## config.mk

```make
export PLATFORM = sky130hd
export DESIGN_NAME = wdts_top
export DESIGN_NICKNAME = d
export VERILOG_FILES = /design/src/hw/wdts_pkg.sv /design/src/hw/wdts_tick_div.sv /design/src/hw/wdts_top.sv
export SDC_FILE = /design/constraint.sdc
export NUM_CORES = 1
export LEC_CHECK = 0
export BUFFER_PORTS_ARGS = -buffer_cell sky130_fd_sc_hd__buf_2
export CORE_ASPECT_RATIO = 1.1
export CORE_UTILIZATION = 43
export CTS_BUF_LIST = sky130_fd_sc_hd__clkbuf_8
export CTS_CLUSTER_SIZE = 30
export DETAILED_ROUTE_END_ITERATION = 10
export GPL_TIMING_DRIVEN = 1
export HOLD_SLACK_MARGIN = 0.08
export PLACE_DENSITY_LB_ADDON = 0.25
export SYNTH_ARGS = -nofsm -noshare
export SYNTH_HDL_FRONTEND = slang
export SYNTH_HIERARCHICAL = 1
export SYNTH_SLANG_ARGS = --single-unit
```

## constraint.sdc

```tcl
create_clock -name sys_clk -period 1.8 [get_ports sys_clk]
set_clock_uncertainty 0.1 [all_clocks]
set_input_delay 0.36 -clock sys_clk [delete_from_list [all_inputs] [get_ports sys_clk]]
set_output_delay 0.36 -clock sys_clk [all_outputs]
set_load 0.01 [all_outputs]
```

## src/hw/wdts_pkg.sv

```systemverilog
package wdts_pkg;
	// register offsets on the plain register port
	localparam logic [3:0] WDTS_OFS_CONTROL = 4'h0;
	localparam logic [3:0] WDTS_OFS_RST_FLAG = 4'h1;
	localparam logic [3:0] WDTS_OFS_IRQ_STATUS = 4'h2;
	localparam logic [3:0] WDTS_OFS_IRQ_MASK = 4'h3;

	// watchdog_control field positions
	localparam int WDTS_BIT_UNLOCK = 4;
	localparam int WDTS_BIT_ENABLE = 3;
	localparam int WDTS_PS_HI = 2;
	localparam int WDTS_PS_LO = 0;

	// irq status bit positions
	localparam int WDTS_IRQ_TIMEOUT = 0;
	localparam int WDTS_IRQ_BLOCKED = 1;

	// reset values
	localparam logic [2:0] WDTS_PS_RESET = 3'h0;
	localparam logic [1:0] WDTS_IRQ_RESET = 2'h0;

	// unlock window length in system clock cycles
	localparam logic [2:0] WDTS_UNLOCK_CYCLES = 3'h4;

	// timing: system clock and watchdog oscillator, in ns
	localparam int WDTS_SYS_PERIOD_NS = 100;
	localparam int WDTS_OSC_PERIOD_NS = 1000;
	localparam int WDTS_OSC_RATIO = WDTS_OSC_PERIOD_NS / WDTS_SYS_PERIOD_NS;

	// shortest time-out in oscillator cycles
	localparam int WDTS_BASE_CYCLES = 16384;
	localparam int WDTS_PS_STEPS = 8;

	typedef enum logic [1:0] {
		WDTS_LEVEL0 = 2'h0,
		WDTS_LEVEL1 = 2'h1,
		WDTS_LEVEL2 = 2'h3
	} wdts_level_t;
endpackage

```

## src/hw/wdts_tick_div.sv

```systemverilog
`timescale 1ns/100ps
module wdts_tick_div #(
	parameter int RATIO = 10
) (
	input  wire logic sys_clk,
	input  wire logic sys_rst,
	output logic      tick
);
	localparam int CW = (RATIO < 2) ? 1 : $clog2(RATIO);

	generate
		if (RATIO < 2) begin : g_bad
			$error("wdts_tick_div: RATIO must be at least 2");
		end
	endgenerate

	logic [CW-1:0] cnt;
	wire           wrap = (cnt == CW'(RATIO - 1));

	always_ff @(posedge sys_clk) begin
		if (sys_rst) begin
			cnt <= '0;
			tick <= 1'b0;
		end else begin
			cnt <= wrap ? '0 : cnt + CW'(1);
			tick <= wrap;
		end
	end
endmodule

```

## src/hw/wdts_top.sv

```systemverilog
// Design decisions made here: the strobed register port and the register offsets.
`timescale 1ns/100ps
module wdts_top
	import wdts_pkg::*;
#(
	parameter int BASE_CYCLES = WDTS_BASE_CYCLES,
	parameter int OSC_RATIO   = WDTS_OSC_RATIO,
	parameter int CNT_W       = 22
) (
	input  wire logic       sys_clk,
	input  wire logic       sys_rst,
	input  wire logic       chip_reset_in,
	input  wire logic       legacy_compat_fuse,
	input  wire logic       always_on_fuse,
	input  wire logic       restart_instruction,
	input  wire logic [3:0] reg_addr,
	input  wire logic [7:0] reg_wdata,
	input  wire logic       reg_wr,
	input  wire logic       reg_rd,
	output logic      [7:0] reg_rdata,
	output logic            chip_reset_pulse,
	output logic            irq
);
	generate
		if (BASE_CYCLES < 2 || CNT_W > 31 ||
		    (longint'(BASE_CYCLES) << (WDTS_PS_STEPS - 1)) > (longint'(1) << CNT_W)) begin : g_bad
			$error("wdts_top: BASE_CYCLES does not fit CNT_W");
		end
	endgenerate

	// safety level, taken from the fuses while reset is held
	logic        fuse_compat;
	logic        fuse_on;
	wdts_level_t level;

	always_ff @(posedge sys_clk) begin
		if (sys_rst) begin
			fuse_compat <= legacy_compat_fuse;
			fuse_on <= always_on_fuse;
		end
	end

	assign level = fuse_on ? WDTS_LEVEL2 :
	               (fuse_compat ? WDTS_LEVEL0 : WDTS_LEVEL1);
	wire lvl2 = (level == WDTS_LEVEL2);

	// oscillator tick enable
	logic osc_tick;

	wdts_tick_div #(
		.RATIO (OSC_RATIO)
	) u_osc (
		.sys_clk (sys_clk),
		.sys_rst (sys_rst),
		.tick    (osc_tick)
	);

	// control state
	logic       unlock_bit;
	logic       enable_bit;
	logic [2:0] prescale_select;
	logic [2:0] unlock_cnt;
	logic       guard_reset_flag;
	logic [1:0] irq_status;
	logic [1:0] irq_mask;
	logic       timeout;
	logic       rst_started;

	// chip reset covers power-on, external and our own time-out
	wire chip_rst = sys_rst | chip_reset_in | chip_reset_pulse;

	// register decode
	wire wr_ctl  = reg_wr & (reg_addr == WDTS_OFS_CONTROL);
	wire wr_flag = reg_wr & (reg_addr == WDTS_OFS_RST_FLAG);
	wire wr_ist  = reg_wr & (reg_addr == WDTS_OFS_IRQ_STATUS);
	wire wr_imsk = reg_wr & (reg_addr == WDTS_OFS_IRQ_MASK);

	wire       w_unlock = reg_wdata[WDTS_BIT_UNLOCK];
	wire       w_enable = reg_wdata[WDTS_BIT_ENABLE];
	wire [2:0] w_ps     = reg_wdata[WDTS_PS_HI:WDTS_PS_LO];

	// write effects on the control register
	wire open_seq   = wr_ctl & w_unlock & w_enable;
	wire in_window  = unlock_bit;
	wire confirm    = wr_ctl & in_window & ~w_unlock;
	wire dis_ok     = (level == WDTS_LEVEL0) ? in_window : confirm;
	wire do_disable = wr_ctl & ~w_enable & dis_ok & ~lvl2;
	wire blocked    = wr_ctl & ~w_enable & enable_bit & ~do_disable;
	wire ps_ok      = (level == WDTS_LEVEL0) ? wr_ctl : confirm;

	logic       next_enable;
	logic       next_unlock;
	logic [2:0] next_unlock_cnt;
	logic [2:0] next_ps;

	always_comb begin
		next_enable = enable_bit;
		if (lvl2) begin
			next_enable = 1'b1;
		end else if (wr_ctl && w_enable) begin
			next_enable = 1'b1;
		end else if (do_disable) begin
			next_enable = 1'b0;
		end
		next_unlock = unlock_bit;
		next_unlock_cnt = unlock_cnt;
		if (open_seq) begin
			next_unlock = 1'b1;
			next_unlock_cnt = WDTS_UNLOCK_CYCLES;
		end else if (wr_ctl && w_unlock) begin
			next_unlock = 1'b1;
			next_unlock_cnt = WDTS_UNLOCK_CYCLES;
		end else if (confirm) begin
			next_unlock = 1'b0;
			next_unlock_cnt = '0;
		end else if (unlock_cnt != 3'h0) begin
			next_unlock_cnt = unlock_cnt - 3'h1;
			next_unlock = (unlock_cnt != 3'h1);
		end
		next_ps = ps_ok ? w_ps : prescale_select;
	end

	always_ff @(posedge sys_clk) begin
		if (chip_rst) begin
			unlock_bit <= 1'b0;
			unlock_cnt <= '0;
			enable_bit <= 1'b0;
			prescale_select <= WDTS_PS_RESET;
		end else begin
			unlock_bit <= next_unlock;
			unlock_cnt <= next_unlock_cnt;
			enable_bit <= next_enable;
			prescale_select <= next_ps;
		end
	end

	// effective enable: level 2 runs from reset onward
	wire run = enable_bit | lvl2;

	// restart request held until the next oscillator tick
	logic restart_pend;

	always_ff @(posedge sys_clk) begin
		if (chip_rst) begin
			restart_pend <= 1'b0;
		end else if (restart_instruction) begin
			restart_pend <= 1'b1;
		end else if (osc_tick) begin
			restart_pend <= 1'b0;
		end
	end

	// settings as seen by the oscillator side, updated only on ticks
	logic [2:0] osc_ps;
	logic       osc_run;

	always_ff @(posedge sys_clk) begin
		if (chip_rst) begin
			osc_ps <= WDTS_PS_RESET;
			osc_run <= 1'b0;
		end else if (osc_tick) begin
			osc_ps <= prescale_select;
			osc_run <= run;
		end
	end

	// time-out length in oscillator cycles
	wire [CNT_W-1:0] base_len = CNT_W'(BASE_CYCLES);
	wire [CNT_W-1:0] period   = base_len << osc_ps;
	wire [CNT_W-1:0] last_cnt = period - CNT_W'(1);

	logic [CNT_W-1:0] wd_cnt;
	wire              clr_cnt = restart_pend | ~osc_run | ~run;
	wire              expire  = osc_tick & osc_run & run & ~restart_pend &
	                            (wd_cnt >= last_cnt);

	always_ff @(posedge sys_clk) begin
		if (chip_rst) begin
			wd_cnt <= '0;
		end else if (osc_tick) begin
			if (clr_cnt || expire) begin
				wd_cnt <= '0;
			end else begin
				wd_cnt <= wd_cnt + CNT_W'(1);
			end
		end
	end

	assign timeout = expire & ~rst_started;

	// one-cycle reset pulse on time-out
	always_ff @(posedge sys_clk) begin
		if (sys_rst || chip_reset_in) begin
			chip_reset_pulse <= 1'b0;
			rst_started <= 1'b0;
		end else begin
			chip_reset_pulse <= timeout;
			rst_started <= timeout;
		end
	end

	// watchdog reset flag survives every reset but power-on
	always_ff @(posedge sys_clk) begin
		if (sys_rst) begin
			guard_reset_flag <= 1'b0;
		end else if (timeout) begin
			guard_reset_flag <= 1'b1;
		end else if (wr_flag && !reg_wdata[0]) begin
			guard_reset_flag <= 1'b0;
		end
	end

	// interrupt status, write one to clear, set wins
	wire [1:0] irq_set = {blocked, timeout};
	wire [1:0] irq_clr = wr_ist ? reg_wdata[1:0] : 2'h0;

	always_ff @(posedge sys_clk) begin
		if (sys_rst) begin
			irq_status <= WDTS_IRQ_RESET;
			irq_mask <= WDTS_IRQ_RESET;
		end else begin
			irq_status <= (irq_status & ~irq_clr) | irq_set;
			if (wr_imsk) begin
				irq_mask <= reg_wdata[1:0];
			end
		end
	end

	assign irq = |(irq_status & irq_mask);

	// read data, valid only in the cycle after the read strobe
	wire       rd_enable = enable_bit | lvl2;
	wire [7:0] ctl_view  = {3'h0, unlock_bit, rd_enable, prescale_select};

	logic [7:0] rd_mux;

	always_comb begin
		case (reg_addr)
			WDTS_OFS_CONTROL:    rd_mux = ctl_view;
			WDTS_OFS_RST_FLAG:   rd_mux = {7'h0, guard_reset_flag};
			WDTS_OFS_IRQ_STATUS: rd_mux = {6'h0, irq_status};
			WDTS_OFS_IRQ_MASK:   rd_mux = {6'h0, irq_mask};
			default:             rd_mux = 8'h00;
		endcase
	end

	always_ff @(posedge sys_clk) begin
		if (sys_rst) begin
			reg_rdata <= 8'h00;
		end else begin
			reg_rdata <= reg_rd ? rd_mux : 8'h00;
		end
	end
endmodule

```

Word-level counts from Yosys, hierarchy flattened:

Cells that the tools add are included.

* bits of input ports: 20
* memory bits (writable): 0
* memories: 0
* bits in latches: 0
* bits in registers: 56
* memory bits (read-only): 0
* output and inout bits: 10

* reductions and logical operators: 17
* multiply operators: 0
* $lt $le $gt $ge: 1
* shift operators: 1
* equality and inequality tests: 6
* multiplexer cells: 22
* div/mod/pow operators: 0
* add/subtract/negate cells: 4
* bitwise logic cells: 36

Operator list (number)
* $add 22x1->22 const B: 1
* $ge 22x22->1: 1
* $mux 22: 1
* $shl 15x3->22 const A: 1
* $sub 22x1->22 const B: 1
* $pmux 5 s4: 1
* $and 1x1->1: 18
* $mux 1: 14
* $mux 3: 4
* $not 1->1: 9
* $eq 4x2->1 const B: 2
* $reduce_bool 3->1: 2
* $reduce_or 2->1: 3
* $or 1x1->1: 5
* $add 4x1->4 const B: 1
* $and 2x2->2: 2
* $eq 4x1->1 const B: 1
* $eq 4x4->1 const B: 1
* $logic_not 4->1: 1
* $mux 2: 2
* $reduce_bool 2->1: 2
* $reduce_bool 4->1: 1
* $reduce_or 4->1: 1
* $logic_and 1x1->1: 3
* 8 further kinds: 9

Logic depth before layout (Yosys ltp):

* word-level depth: 10
* depth in mapped cells: 9
* depth with buffers taken out: 7

Hierarchy:

The synthesis kept the hierarchy.

Modules (own cells, without submodules)
* wdts_top: area each 2331.0 um^2, cells an instance 261, sequential area each 980.9 um^2, instances 1
* wdts_tick_div: area each 205.2 um^2, cells an instance 21, sequential area each 100.1 um^2, instances 1

Worst setup path after synthesis:

No wires, ideal clock.

* kind: register -> register
* start: register osc_ps[2]
* end: register wd_cnt[10]
* cell stages (with the launch flop): 10
* setup time: 0.078 ns
* setup slack: -0.244 ns
* path buffers: 2
* period minus slack after synthesis: 2.044 ns
* data arrival time: 1.865 ns
* required time: 1.622 ns
* cell sequence: dfxtp_1 > clkbuf_1 > inv_1 > ha_1 > a21oi_1 > o21ai_0 > a221oi_2 > a21oi_1 > buf_2 > nor3_1

* cells in the longest elaborated chain, start to end: 6

Ends and longest elaborated chain
* start, declared: RTL line wdts_top.sv:154 `logic [2:0] osc_ps;`
* start signal, assigned: RTL line wdts_top.sv:162 `osc_ps <= prescale_select;`
* $shl 15x3->22: RTL line wdts_top.sv:169 `wire [CNT_W-1:0] period = base_len << osc_ps;`
* $sub 22x1->22: RTL line wdts_top.sv:170 `wire [CNT_W-1:0] last_cnt = period - CNT_W'(1);`
* $ge 22x22->1: RTL line wdts_top.sv:175 `(wd_cnt >= last_cnt);`
* $and 1x1->1: RTL line wdts_top.sv:174 `wire expire = osc_tick & osc_run & run & ~restart_pend &`
* $logic_or 1x1->1: RTL line wdts_top.sv:181 `if (clr_cnt || expire) begin`
* $mux 22: RTL line wdts_top.sv:181
* end signal, assigned: RTL line wdts_top.sv:184 `wd_cnt <= wd_cnt + CNT_W'(1);`
* end, declared: RTL line wdts_top.sv:172 `logic [CNT_W-1:0] wd_cnt;`

No other way between the ends.
A chain may end at the register's enable or synchronous reset.

Worst setup path after layout:

* start: register osc_ps[2]
* end: register irq_status[0]

* cells in the longest elaborated chain, start to end: 6

Ends and longest elaborated chain
* $shl 15x3->22: RTL line wdts_top.sv:169
* $sub 22x1->22: RTL line wdts_top.sv:170
* $ge 22x22->1: RTL line wdts_top.sv:175
* $and 1x1->1: RTL line wdts_top.sv:174
* $and 1x1->1: RTL line wdts_top.sv:189 `assign timeout = expire & ~rst_started;`
* $or 2x2->2: RTL line wdts_top.sv:222 `irq_status <= (irq_status & ~irq_clr) | irq_set;`
* end signal, assigned: RTL line wdts_top.sv:222
* end, declared: RTL line wdts_top.sv:64 `logic [1:0] irq_status;`

No other way between the ends.

==> summary.txt <==
Syn-to-layout area delta: 28.86%
Final setup fails: 24
EDFF count, synth: 2
Fin nets: 371
RSZ-0062 raised after global routing: true
Req. time, crit path: 1950 ps
Top FF cell, synth: dfxtp_1
First-pass GRT wire length: 8.873 mm
Fill count: 521
Via Count: 2131
Number of synthesized register bits: 53
Asr flop ratio synth: 0
Final hold vios: 0
Antenna cells: 0
Worst VDD drop: 0.3746 mV
Worst rel slew slack: 0.6068
WP data arrival: 2180 ps
Overflow after GRT: 0
IO buf count: 23
Post-Syn Instances: 282
Post-Syn Area: 2536 sq um
Hold Path Class: input pin to flip-flop
Initial antenna violation count: 0
Die area: 6210 sq um
Area of the core: 5535 sq um
Vias per inst: 5.160
CTS Hold Bufs: 0
Post-CTS setup buffers: 0
Setup tns final: -3033 ps
Die width: 75.23 um
Placed Cells: 405
Endpoint type of the worst setup path: flip-flop
Sequential share of the synthesized area: 0.4262
Multi-input logic area: 1545 sq um
Layout cells sized above 1: 0.3107
Clock Path Buffers: 2
# DRC: 0
Total of max-cap violations: 0
GR Util met1: 0.2376
Clk_lat worst skew: 320 ps
Core Rows: 28
GRT Util Overall: 0.1874
GRT met2 Usage: 0.3207
# H-tree levels: 2
Vias in the first global route: 1957
Final GP Congestion: 0.7805
GRT busiest layer: met2
Worst-Margin Slew: 583.6 ps
Critical-path maximum fanout: 8
Yosys Warn Count: 6
Clock buffer count from CTS: 5
Min Tclk post-route: 2027 ps
Final wirelength: 5.293 mm
Die Y: 82.55 um
Leakage: 0.001266 uW
Clk slew on worst S/H paths: 110 ps
Status: finished, violations left
Max-slew violations: 0
PnR worst setup slack: -226.9 ps
Syn Area/Cell: 8.994 sq um
Yosys cell types: 47
Power per cell area: 651.8 nW/um^2
Met3 Use GR: 0.04126
Fmax achieved: 493.4 MHz
Initial drt markers: 74
Crit path launch type: flip-flop
# clock sinks: 53
Tot Pwr: 2130 uW
Fin crit share: 1.126
Initial Utilization: 0.4582
Setup CP Type: flip-flop to flip-flop
Pre-CTS setup slack: -374.6 ps
WHS: 109.7 ps
Post-DP HPWL: 3.807 mm
TritonCTS clock tree: done
Post-route ant nets: 0
Largest net degree at the start of global routing: 31
Ports: 30
Most common cell after layout, fill and taps aside: dfxtp_1
WL/cell: 12.82 um
Root Driver: clkbuf_8
Violated checks: negative setup slack
Most frequent cells in the layout: dfxtp_1 (48), buf_4 (35), nor2_1 (28), buf_2 (23), nor3_1 (17)
Initial DRT Pass Iterations: 4
Storage cell area: 1090 sq um
Final non-filler cell total: 413
-- worst paths after layout --
path,slack (ps),end,start,depth (start not counted)
hold / removal,110,fuse_on,always_on_fuse,1
hold reg to reg,390,osc_run,osc_run,2
setup / recovery,-230,irq_status[0],osc_ps[2],8
setup reg to reg,-230,irq_status[0],osc_ps[2],8
-- where the power goes --
| part | internal, uW | switching (uW) | total [uW] |
|---|---|---|---|
| clock | 415 | 401 | 816 |
| sequential | 1190 | 12.5 | 1200 |
| combinational | 47.3 | 64.2 | 112 |
-- per-stage QoR --
step	cell area, sq um	util
4_1_cts	3191	0.5764
5_1_grt	3268	0.5904
2_1_floorplan	2582	-
3_5_place_dp	2995	0.5411
6_report	3268	0.5904
3_3_place_gp	2995	0.5411
-- cells in the mapped netlist, types with 2 or more instances --
cell / n / share of area
nand2b_1: 2 / 0.0049
nor3_1: 27 / 0.053
ha_1: 14 / 0.069
buf_2: 3 / 0.0059
nor4_1: 2 / 0.0049
mux2i_1: 9 / 0.036
o21ai_0: 8 / 0.016
xor2_1: 14 / 0.048
a21oi_1: 15 / 0.030
a211oi_1: 2 / 0.0059
nand4_1: 7 / 0.017
nor2b_1: 3 / 0.0074
edfxtp_1: 2 / 0.024
and2_1: 2 / 0.0049
nand3b_1: 3 / 0.0089
conb_1: 2 / 0.0030
and4_1: 2 / 0.0069
buf_4: 3 / 0.0089
nand4b_1: 2 / 0.0069
nor2_1: 29 / 0.043
nor3b_1: 2 / 0.0059
or3_1: 3 / 0.0074
clkbuf_1: 6 / 0.0089
nand2_1: 18 / 0.027
dfxtp_1: 51 / 0.40
o22ai_1: 2 / 0.0049
and3_1: 4 / 0.0099
inv_1: 8 / 0.012
nand3_1: 13 / 0.026
xnor2_1: 7 / 0.024
-- layout make-up --
class,count,area share
timing repair buffer,59,0.1217
tap,75,0.02871
clock inverter,3,0.01302
clock buffer,5,0.02106
sequential,53,0.3335
inverter,8,0.009188
multi-input combinational,210,0.4728
-- sequential cells by signal (all words and copies together) (netlist names) --
name / flops
u_osc/tick: 1
rst_started: 1
restart_pend: 1
fuse_on: 1
unlock_cnt: 3
fuse_compat: 1
reg_rdata: 5
irq_status: 2
guard_reset_flag: 1
irq_mask: 2
enable_bit: 1
prescale_select: 3
in_window: 1
osc_run: 1
u_osc/cnt: 4
osc_ps: 3
wd_cnt: 22
-- per-layer routing --
metal	vias to the layer above	part of all wire
met4	0	0.010
li1	1101	-
met2	30	0.50
met1	994	0.47
met3	6	0.024
met5	-	0
-- logic make-up (layout without fill, tap and decap cells) --
kind of cell,count (synthesis),count (layout),synth area share
compound gates,34,34,0.08042
simple gates,126,126,0.2629
buf+inv,21,75,0.03700
other cells,2,4,0.002961
xor+xnor,21,21,0.07252
fa+ha+maj,14,14,0.06907
mux,11,11,0.04884
flops,53,53,0.4262
-- worst max-delay path, cell delays in order (launching register included) --
cell and delay (ps):
dfxtp_4 420, nand2_1 110, ha_4 280, nand2_2 80, nor4_4 260, a221oi_2 110
buf_4 150, or3_4 340, a21oi_2 140
-- repair_timing --
action | 4_1_cts | 5_1_grt
pin swaps | 4 | 2
endpoints found under the hold margin | 0 | 0
endpoints found under the setup margin | 25 | 25
gates resized for setup | 21 | 14
Power figures use the tool's default switching activity.
